**src/design/pbt_pkg.sv**
```systemverilog
// Constants shared by the power button timer and top-level interrupt mask block.
`default_nettype none
package pbt_pkg;
    // Bus geometry.
    localparam int unsigned AW = 8;
    localparam int unsigned DW = 32;
    localparam logic [1:0] RESP_OKAY   = 2'h0;
    localparam logic [1:0] RESP_SLVERR = 2'h2;

    // Register indices; the byte address is four times the index.
    localparam logic [7:0] IDX_MASK     = 8'h13;
    localparam logic [7:0] IDX_CFG      = 8'h14;
    localparam logic [7:0] IDX_STAT     = 8'h15;
    localparam logic [7:0] IDX_EVT_STAT = 8'h20;
    localparam logic [7:0] IDX_EVT_CLR  = 8'h21;
    localparam logic [7:0] IDX_EVT_EN   = 8'h22;
    localparam logic [7:0] IDX_NONE     = 8'hff;

    // Group mask register layout.
    localparam logic [7:0] MASK_RESET    = 8'ha5;
    localparam logic [7:0] MASK_WR_BITS  = 8'ha5;
    localparam int unsigned RESET_CAUSE_BIT = 7;
    localparam int unsigned POWER_MON_BIT   = 5;
    localparam int unsigned POWER_SRC_BIT   = 2;
    localparam int unsigned BUTTON_BIT      = 0;

    // Button configuration layout.
    localparam logic [7:0] CFG_RESET     = 8'h1f;
    localparam int unsigned DEB_SEL_BIT  = 7;
    localparam int unsigned CLR_BIT      = 6;
    localparam int unsigned THR_W        = 6;
    localparam logic [5:0] HELD_MAX      = 6'h3f;

    // Button status reset value.
    localparam logic [7:0] STAT_RESET    = 8'h00;

    // Event status bits.
    localparam int unsigned EVT_W         = 3;
    localparam int unsigned EVT_PRESS     = 0;
    localparam int unsigned EVT_RELEASE   = 1;
    localparam int unsigned EVT_EMERGENCY = 2;

    // Timing.
    localparam int unsigned CLK_HZ       = 40_000_000;
    localparam int unsigned DEB_MS       = 30;
    localparam int unsigned SEC_S        = 1;
    localparam int unsigned DEB_CYCLES_DEF = CLK_HZ / 1000 * DEB_MS;
    localparam int unsigned SEC_CYCLES_DEF = CLK_HZ * SEC_S;
endpackage
`default_nettype wire

```
**src/design/pbt_top.sv**
```systemverilog
// Power button hold timer, top-level group interrupt masks and AXI4-Lite registers.
//
// Contract
// Mask bit 7 blocks reset-cause group
// Mask bit 5 blocks power-monitor group
// Mask bit 2 blocks power-source group
// Mask bit 0 blocks button group
// Mask resets to a5, reserved bits read-only
// Debounce 30 ms unless select bit set
// Clear bit resets hold timer, self-clears
// Six-bit threshold, 0 to 63 seconds
// Configuration resets to 1f
// Level bit 0 held, 1 released
// Six-bit held time in seconds, max 63
// Held time 0 and 1 mean disabled
// Button status read-only, resets to zero
// Counter counts seconds, saturates, restarts on release
// Emergency reset once per press at threshold
//
// The AXI4-Lite interface to the registers is this design's own decision.
`default_nettype none
module pbt_top #(
    parameter int unsigned DEB_CYCLES = pbt_pkg::DEB_CYCLES_DEF,
    parameter int unsigned SEC_CYCLES = pbt_pkg::SEC_CYCLES_DEF
) (
    // Clock and reset.
    input  wire logic                       core_clk,
    input  wire logic                       rstn,
    // AXI4-Lite write address and data.
    input  wire logic [pbt_pkg::AW-1:0]     s_axi_awaddr,
    input  wire logic                       s_axi_awvalid,
    output logic                            s_axi_awready,
    input  wire logic [pbt_pkg::DW-1:0]     s_axi_wdata,
    input  wire logic [3:0]                 s_axi_wstrb,
    input  wire logic                       s_axi_wvalid,
    output logic                            s_axi_wready,
    // AXI4-Lite write response.
    output logic [1:0]                      s_axi_bresp,
    output logic                            s_axi_bvalid,
    input  wire logic                       s_axi_bready,
    // AXI4-Lite read.
    input  wire logic [pbt_pkg::AW-1:0]     s_axi_araddr,
    input  wire logic                       s_axi_arvalid,
    output logic                            s_axi_arready,
    output logic [pbt_pkg::DW-1:0]          s_axi_rdata,
    output logic [1:0]                      s_axi_rresp,
    output logic                            s_axi_rvalid,
    input  wire logic                       s_axi_rready,
    // Button pin, low while pressed.
    input  wire logic                       button_pin_n,
    // First-level group requests and their masked outputs.
    input  wire logic                       reset_cause_req,
    input  wire logic                       power_monitor_req,
    input  wire logic                       power_source_req,
    input  wire logic                       button_req,
    output logic                            reset_cause_int,
    output logic                            power_monitor_int,
    output logic                            power_source_int,
    output logic                            button_int,
    // Emergency reset and block interrupt.
    output logic                            emergency_reset,
    output logic                            irq
);
    import pbt_pkg::*;

    // Maps a byte address to a register index, misaligned addresses to none.
    function automatic logic [7:0] reg_index(input logic [AW-1:0] addr);
        reg_index = (addr[1:0] == 2'h0) ? {2'h0, addr[AW-1:2]} : IDX_NONE;
    endfunction

    // True when an index names a register of this block.
    function automatic logic idx_mapped(input logic [7:0] idx);
        idx_mapped = (idx == IDX_MASK) || (idx == IDX_CFG) || (idx == IDX_STAT) ||
                     (idx == IDX_EVT_STAT) || (idx == IDX_EVT_CLR) || (idx == IDX_EVT_EN);
    endfunction

    ////////////////////////////////////////////////////////////////////////////////////////
    // Declarations.
    logic              aw_ff, nxt_aw, w_ff, nxt_w;
    logic [AW-1:0]     awaddr_ff, nxt_awaddr;
    logic [DW-1:0]     wdata_ff, nxt_wdata, rdata_ff, nxt_rdata;
    logic              wstrb0_ff, nxt_wstrb0;
    logic              bvalid_ff, nxt_bvalid, rvalid_ff, nxt_rvalid;
    logic [1:0]        bresp_ff, nxt_bresp, rresp_ff, nxt_rresp;
    logic              wr_fire, wr_en;
    logic [7:0]        wr_idx, rd_idx;
    logic [7:0]        mask_ff, nxt_mask;
    logic              deb_sel_ff, nxt_deb_sel;
    logic [THR_W-1:0]  thr_ff, nxt_thr;
    logic [EVT_W-1:0]  evt_stat_ff, nxt_evt_stat, evt_en_ff, nxt_evt_en, evt_set;
    logic [3:0]        grp_ff, nxt_grp;
    logic              clr_cmd;
    logic              btn_s1_ff, btn_s2_ff;
    logic [31:0]       deb_cnt_ff, nxt_deb_cnt, sec_cnt_ff, nxt_sec_cnt;
    logic              level_ff, nxt_level, armed_ff, nxt_armed;
    logic [5:0]        held_ff, nxt_held;
    logic              fired_ff, nxt_fired, emerg_ff, nxt_emerg;
    logic              held;

    ////////////////////////////////////////////////////////////////////////////////////////
    // Bus slave. Address and data are latched separately and the write is done once both
    // are in, so the master may offer them in either order.
    assign s_axi_awready = !aw_ff && !bvalid_ff;
    assign s_axi_wready  = !w_ff && !bvalid_ff;
    assign s_axi_arready = !rvalid_ff;
    assign s_axi_bvalid  = bvalid_ff;
    assign s_axi_bresp   = bresp_ff;
    assign s_axi_rvalid  = rvalid_ff;
    assign s_axi_rresp   = rresp_ff;
    assign s_axi_rdata   = rdata_ff;
    assign wr_fire       = aw_ff && w_ff;
    assign wr_idx        = reg_index(awaddr_ff);
    assign rd_idx        = reg_index(s_axi_araddr);
    assign wr_en         = wr_fire && wstrb0_ff;

    // Next values of the bus channels and the read mux.
    always_comb begin
        nxt_aw     = aw_ff;
        nxt_awaddr = awaddr_ff;
        nxt_w      = w_ff;
        nxt_wdata  = wdata_ff;
        nxt_wstrb0 = wstrb0_ff;
        nxt_bvalid = bvalid_ff;
        nxt_bresp  = bresp_ff;
        nxt_rvalid = rvalid_ff;
        nxt_rresp  = rresp_ff;
        nxt_rdata  = rdata_ff;
        if (s_axi_awvalid && s_axi_awready) begin
            nxt_aw     = 1'b1;
            nxt_awaddr = s_axi_awaddr;
        end
        if (s_axi_wvalid && s_axi_wready) begin
            nxt_w      = 1'b1;
            nxt_wdata  = s_axi_wdata;
            nxt_wstrb0 = s_axi_wstrb[0];
        end
        if (wr_fire) begin
            nxt_aw     = 1'b0;
            nxt_w      = 1'b0;
            nxt_bvalid = 1'b1;
            nxt_bresp  = idx_mapped(wr_idx) ? RESP_OKAY : RESP_SLVERR;
        end else if (bvalid_ff && s_axi_bready) begin
            nxt_bvalid = 1'b0;
        end
        if (s_axi_arvalid && s_axi_arready) begin
            nxt_rvalid = 1'b1;
            nxt_rresp  = idx_mapped(rd_idx) ? RESP_OKAY : RESP_SLVERR;
            // Narrow registers sit in the low byte; the clear register reads zero.
            case (rd_idx)
                IDX_MASK:     nxt_rdata = {24'h0, mask_ff};
                IDX_CFG:      nxt_rdata = {24'h0, deb_sel_ff, 1'b0, thr_ff};
                IDX_STAT:     nxt_rdata = {24'h0, 1'b0, level_ff, held_ff};
                IDX_EVT_STAT: nxt_rdata = {29'h0, evt_stat_ff};
                IDX_EVT_EN:   nxt_rdata = {29'h0, evt_en_ff};
                default:      nxt_rdata = 32'h0;
            endcase
        end else if (rvalid_ff && s_axi_rready) begin
            nxt_rvalid = 1'b0;
        end
    end

    // Bus channel registers.
    always_ff @(posedge core_clk or negedge rstn) begin
        if (!rstn) begin
            aw_ff     <= 1'b0;
            awaddr_ff <= '0;
            w_ff      <= 1'b0;
            wdata_ff  <= 32'h0;
            wstrb0_ff <= 1'b0;
            bvalid_ff <= 1'b0;
            bresp_ff  <= RESP_OKAY;
            rvalid_ff <= 1'b0;
            rresp_ff  <= RESP_OKAY;
            rdata_ff  <= 32'h0;
        end else begin
            aw_ff     <= nxt_aw;
            awaddr_ff <= nxt_awaddr;
            w_ff      <= nxt_w;
            wdata_ff  <= nxt_wdata;
            wstrb0_ff <= nxt_wstrb0;
            bvalid_ff <= nxt_bvalid;
            bresp_ff  <= nxt_bresp;
            rvalid_ff <= nxt_rvalid;
            rresp_ff  <= nxt_rresp;
            rdata_ff  <= nxt_rdata;
        end
    end

    ////////////////////////////////////////////////////////////////////////////////////////
    // Software registers, group gating and event flags.
    // The clear command is a one-cycle pulse and is never stored, so it always reads 0.
    assign clr_cmd = wr_en && (wr_idx == IDX_CFG) && wdata_ff[CLR_BIT];
    assign irq     = |(evt_stat_ff & evt_en_ff);
    assign reset_cause_int   = grp_ff[3];
    assign power_monitor_int = grp_ff[2];
    assign power_source_int  = grp_ff[1];
    assign button_int        = grp_ff[0];

    // Next values of configuration, masks and events.
    always_comb begin
        nxt_mask     = mask_ff;
        nxt_deb_sel  = deb_sel_ff;
        nxt_thr      = thr_ff;
        nxt_evt_en   = evt_en_ff;
        nxt_evt_stat = evt_stat_ff;
        if (wr_en && (wr_idx == IDX_MASK)) begin
            nxt_mask = wdata_ff[7:0] & MASK_WR_BITS;
        end
        if (wr_en && (wr_idx == IDX_CFG)) begin
            nxt_deb_sel = wdata_ff[DEB_SEL_BIT];
            nxt_thr     = wdata_ff[THR_W-1:0];
        end
        if (wr_en && (wr_idx == IDX_EVT_EN)) begin
            nxt_evt_en = wdata_ff[EVT_W-1:0];
        end
        if (wr_en && (wr_idx == IDX_EVT_CLR)) begin
            nxt_evt_stat = nxt_evt_stat & ~wdata_ff[EVT_W-1:0];
        end
        // A new event in the clearing cycle survives the clear.
        nxt_evt_stat = nxt_evt_stat | evt_set;
        nxt_grp[3] = reset_cause_req   && !mask_ff[RESET_CAUSE_BIT];
        nxt_grp[2] = power_monitor_req && !mask_ff[POWER_MON_BIT];
        nxt_grp[1] = power_source_req  && !mask_ff[POWER_SRC_BIT];
        nxt_grp[0] = button_req        && !mask_ff[BUTTON_BIT];
    end

    // Configuration registers.
    always_ff @(posedge core_clk or negedge rstn) begin
        if (!rstn) begin
            mask_ff     <= MASK_RESET;
            deb_sel_ff  <= CFG_RESET[DEB_SEL_BIT];
            thr_ff      <= CFG_RESET[THR_W-1:0];
            evt_en_ff   <= '0;
            evt_stat_ff <= '0;
            grp_ff      <= 4'h0;
        end else begin
            mask_ff     <= nxt_mask;
            deb_sel_ff  <= nxt_deb_sel;
            thr_ff      <= nxt_thr;
            evt_en_ff   <= nxt_evt_en;
            evt_stat_ff <= nxt_evt_stat;
            grp_ff      <= nxt_grp;
        end
    end

    ////////////////////////////////////////////////////////////////////////////////////////
    // Button path. The level starts at 0 like the rest of the status register, so the
    // timer stays idle until a released level has been seen once after reset.
    assign held = armed_ff && !level_ff;

    // Next values of debounce, hold timer and emergency request.
    always_comb begin
        nxt_level   = level_ff;
        nxt_deb_cnt = 32'h0;
        nxt_sec_cnt = sec_cnt_ff;
        nxt_held    = held_ff;
        nxt_fired   = fired_ff;
        nxt_emerg   = 1'b0;
        evt_set     = '0;
        if (deb_sel_ff) begin
            nxt_level = btn_s2_ff;
        end else if (btn_s2_ff != level_ff) begin
            // The new level must stand for the whole debounce time to be taken.
            if (deb_cnt_ff >= DEB_CYCLES - 32'h1) begin
                nxt_level = btn_s2_ff;
            end else begin
                nxt_deb_cnt = deb_cnt_ff + 32'h1;
            end
        end
        nxt_armed = armed_ff || level_ff;
        evt_set[EVT_PRESS]   = armed_ff && level_ff && !nxt_level;
        evt_set[EVT_RELEASE] = armed_ff && !level_ff && nxt_level;
        if (!held || clr_cmd) begin
            nxt_sec_cnt = 32'h0;
            nxt_held    = 6'h0;
        end else if (sec_cnt_ff >= SEC_CYCLES - 32'h1) begin
            nxt_sec_cnt = 32'h0;
            if (held_ff != HELD_MAX) begin
                nxt_held = held_ff + 6'h1;
            end
        end else begin
            nxt_sec_cnt = sec_cnt_ff + 32'h1;
        end
        // Readings 0 and 1 are reported as they are; software treats them as disabled.
        if (!held) begin
            nxt_fired = 1'b0;
        end else if (!fired_ff && (held_ff == thr_ff)) begin
            nxt_fired = 1'b1;
            nxt_emerg = 1'b1;
            evt_set[EVT_EMERGENCY] = 1'b1;
        end
    end

    // Button registers; the pin passes two flip-flops before anything reads it.
    always_ff @(posedge core_clk or negedge rstn) begin
        if (!rstn) begin
            btn_s1_ff  <= 1'b1;
            btn_s2_ff  <= 1'b1;
            deb_cnt_ff <= 32'h0;
            level_ff   <= STAT_RESET[6];
            armed_ff   <= 1'b0;
            sec_cnt_ff <= 32'h0;
            held_ff    <= STAT_RESET[5:0];
            fired_ff   <= 1'b0;
            emerg_ff   <= 1'b0;
        end else begin
            btn_s1_ff  <= button_pin_n;
            btn_s2_ff  <= btn_s1_ff;
            deb_cnt_ff <= nxt_deb_cnt;
            level_ff   <= nxt_level;
            armed_ff   <= nxt_armed;
            sec_cnt_ff <= nxt_sec_cnt;
            held_ff    <= nxt_held;
            fired_ff   <= nxt_fired;
            emerg_ff   <= nxt_emerg;
        end
    end

    assign emergency_reset = emerg_ff;
endmodule
`default_nettype wire

```
**config.mk**
```make
export PLATFORM = sky130hd
export DESIGN_NAME = pbt_top
export DESIGN_NICKNAME = d
export VERILOG_FILES = /design/src/design/pbt_pkg.sv /design/src/design/pbt_top.sv
export SDC_FILE = /design/constraint.sdc
export NUM_CORES = 1
export LEC_CHECK = 0
export BUFFER_PORTS_ARGS = -buffer_cell sky130_fd_sc_hd__buf_2
export CAP_MARGIN = 10
export CELL_PAD_IN_SITES_DETAIL_PLACEMENT = 1
export CELL_PAD_IN_SITES_GLOBAL_PLACEMENT = 2
export CORE_MARGIN = 2
export CORE_UTILIZATION = 38
export DETAILED_ROUTE_END_ITERATION = 16
export PLACE_DENSITY = 0.8
export SYNTH_ARGS = -nofsm -noshare
export SYNTH_HDL_FRONTEND = slang
export SYNTH_SLANG_ARGS = --single-unit
```
**constraint.sdc**
```tcl
create_clock -name core_clk -period 5.2 [get_ports core_clk]
set_input_delay 0.26 -clock core_clk [delete_from_list [all_inputs] [get_ports core_clk]]
set_output_delay 0.26 -clock core_clk [all_outputs]
set_load 0.01 [all_outputs]
```
==> summary.md <==
| Metric | Value |
|---|---|
| Yosys reg bits | roughly 130 |
| Commonest cells post-synth | dfrtp_1 (117), nand2_1 (49), nor2_1 (42) |
| Routed Antenna Nets | 0 |
| Die Y | 128 µm |
| Cell taking the most area after synthesis | dfrtp_1 |
| Worst path bufs/invs | 0 |
| Ys async rst share | 1.00 |
| Critical Path, Cell by Cell | or4_4 -> a2111oi_4 -> nand3_1 -> a31oi_2 -> nand2_2 -> nor2_2 |
| Final #Nets | between 600 and 700 |
| Routed length on met2 | 6440 µm |
| Worst skew pair latency | 0.42 ns |
| Final setup vio count | 0 |
| Vias/cell | 5.05 |
| # IOs | 111 |
| Starting Density | 0.388 |
| Starting DRT DRC Count | 203 |
| Cell with the most instances after synthesis | dfrtp_1 |
| Reg2reg start | deb_sel_ff |
| Slew Viols, Final | 0 |
| WL per Instance | 15.9 µm |
| Layout cell share with drive strength beyond 1 | 0.246 |
| # rows | 45 |
| Die area | around 0.016 mm² |
| Worst-path clk slew | 0.06 ns |
| Htree depth | 4 |
| CTS tree | built |
| Pleak | 2.98 nW |
| Crit path launch | deb_sel_ff |
| Reg2Reg Setup Slack | 2.69 ns |
| DRT Pass-1 Iters | 4 |
| Cells on worst reg2reg path | 6 |
| RSZ-0062 raised after global routing | no |
| Critical Path AT | between 2 and 3 ns |
| Clock Power Share | 0.486 |
| Max Cap Viol | 0 |
| Via count | 4180 |
| Final HPWL DP | 8820 µm |
| Setup slack after layout | 2.69 ns |
| Worst Setup Start Kind | flop |
| Clock Path Buffers | 2 |
| Worst-Margin Slew | 0.937 ns |
| Critical Path End | deb_cnt_ff[10] |
| Placed cell count | 793 |
| Combinational Power Share | 0.101 |
| Post-Route WL | between 10000 and 15000 µm |
| I/O Buffers | 57 |
| Routed wl met3 | 473 µm |
| CP Depth | 6 |
| Cells after synthesis | about 540 |
| Sequential power share | 0.413 |
| Slowest library cell on the worst path | or4_4 |
| Initial antenna violation count | 0 |
| Share of the synthesized area in the top cell type | 0.498 |
| Core box area | 0.0151 mm² |
| Total CTS buffers | 17 |
| CP max stage delay | 0.56 ns |
| Worst VDD drop | 0.000246 V |
| M1 WL | 5990 µm |
| CP required | 5.54 ns |
| Crit Path Max Fanout | 20 |
| Number of flops mapped to enable cells by yosys | 0 |
| Hold_ws | -0.0347 ns |
| Setup Skew | 0.00983 ns |
| Post-Syn Area | 0.00588 mm² |
| Count of different cell masters after synthesis | 55 |
| Main flop type after synthesis | dfrtp_1 |
| Final worst-path cycle share | 0.483 |
| Element type at the critical path end | flop |
| Final Non-Filler Cells | about 830 |
| Status | complete, but fails checks |
| Failing checks | hold timing |
| Hold crit path type | input pin to async pin |
| Placer Congestion | 0.798 |
| Post-cts resize count | 0 |
| Seq/Total Area, Yosys | 0.547 |
| Grt total ovfl | 0 |
| Int Pwr | around 0.0022 W |
| CTS sink cnt | about 130 |
| Tot GR Track Use | 0.173 |
| Residual DRC | 0 |
| Max-slew headroom | 0.375 |
| Pwr per Cell Area | 413 mW/mm² |
| Area growth from synthesis to layout | 19.6% |
| Final Hold Vio Count | 14 |
| Pre-CTS setup slack | around 2.2 ns |
| Largest net degree at the start of global routing | 73 |
| First-pass GRT wire length | 22100 µm |
| Reg2reg end | deb_cnt_ff[10] |
| Top Metal Used | met4 |
| Fmax | 0.398 GHz |
| Number of global-route vias before repair | 4379 |
| Crit path kind | flop to flop |
| Ant. Diodes | 0 |
| Synth Warn # | 0 |
| Sw Ratio | 0.243 |
| Horiz. Die Dim | 128 µm |
| Crit path time final | 2.51 ns |
| Ranking of synthesized cells by area | dfrtp_1 (50%), dfstp_2 (4.9%), mux2_2 (4.8%) |
| Top delay family on crit path | simple AND/OR/NAND/NOR gates |
| Design area | about 0.007 mm² |
| Syn avg cell area | 10.8 µm² |
| Net switching power | 0.000704 W |
| Setup tns final | 0 ns |
| CTS Root Cell | clkbuf_16 |
| Placed inst area | 0.00630 mm² |
-- power by group through the flow --
stage,Clock [W],Combinational (W),Sequential (W)
after floorplan,0,0.000210,0.00119
after global placement,0,0.000285,0.00121
after detailed placement,0,0.000294,0.00122
after CTS,0.00144,0.000299,0.00120
after global routing,0.00149,0.000332,0.00121
final,0.00141,0.000293,0.00120
-- flip-flops by register name, summed over array words and instances (netlist names), 3 cells and up --
register / flops
deb_cnt_ff: 32
sec_cnt_ff: 32
awaddr_ff: 8
s_axi_rdata: 8
wdata_ff: 8
held_ff: 6
thr_ff: 6
grp_ff: 4
mask_ff: 4
evt_en_ff: 3
evt_stat_ff: 3
-- through the flow --
step           total power, W  hold WS, ns  utilization
2_1_floorplan         0.00140      -0.0356            -
3_3_place_gp          0.00149        0.369        0.416
3_5_place_dp          0.00151        0.361        0.416
4_1_cts               0.00294      0.00654        0.463
5_1_grt               0.00304       0.0322        0.464
6_report              0.00290      -0.0347        0.464
-- logic make-up (layout without fill, tap and decap cells) --
group,Yosys count,in the layout,share of synthesized area
compound gates,70,70,0.0820
xor+xnor,48,48,0.0715
fa+ha+maj,3,3,0.00639
buf+inv,50,105,0.0530
flops,128,128,0.547
mux,28,28,0.0530
other cells,1,43,0.000638
simple gates,214,214,0.186
-- routing by layer --
| metal | vias up | track usage |
|---|---|---|
| met1 | 2101 | 0.224 |
| met2 | 71 | 0.283 |
| met3 | 19 | 0.0420 |
| met5 | - | 0 |
| li1 | 1989 | - |
| met4 | 0 | 0.0659 |
-- cell usage in the layout, fill, tap and decap left out, types with 4 or more instances in the layout --
cell type | Yosys | routed
o21ai_0 | 29 | 29
nand2_1 | 49 | 49
nand3b_1 | 5 | 5
nand3_1 | 25 | 25
xnor2_1 | 28 | 28
nor2b_1 | 11 | 11
a21oi_1 | 12 | 12
nor2_1 | 42 | 42
dfrtp_1 | 117 | 117
nor3_1 | 19 | 19
dfstp_2 | 11 | 11
bufinv_16 | 0 | 7
nor2_2 | 20 | 20
xor2_1 | 20 | 20
mux2_2 | 25 | 25
buf_2 | 0 | 56
and4_1 | 4 | 4
clkbuf_16 | 0 | 17
nand4_1 | 13 | 13
inv_1 | 13 | 13
conb_1 | 1 | 43
-- how the worst min path moves through the flow --
stage | end | from | depth (start not counted) | slack, ns
2_1_floorplan | armed_ff | rstn | 0 | -0.04
3_3_place_gp | btn_s1_ff | button_pin_n | 1 | 0.37
3_5_place_dp | btn_s2_ff | btn_s1_ff | 0 | 0.36
4_1_cts | wdata_ff[2] | rstn | 1 | 0.007
5_1_grt | wdata_ff[0] | rstn | 1 | 0.03
6_report | evt_en_ff[2] | rstn | 1 | -0.03
-- layout make-up --
class	instances	area (µm²)
clock buffer	18	439
clock inverter	14	260
inverter	13	48.8
sequential	128	3220
tap	188	235
fill	1674	8120
multi-input combinational	406	2510
timing repair buffer	60	320
-- what timing repair did --
action	CTS	global route
setup endpoints to repair	0	0
hold endpoints to repair	1	0
hold buffers	1	0
buffers inserted	0	0
No activity file was read; power rests on OpenSTA's default activity.
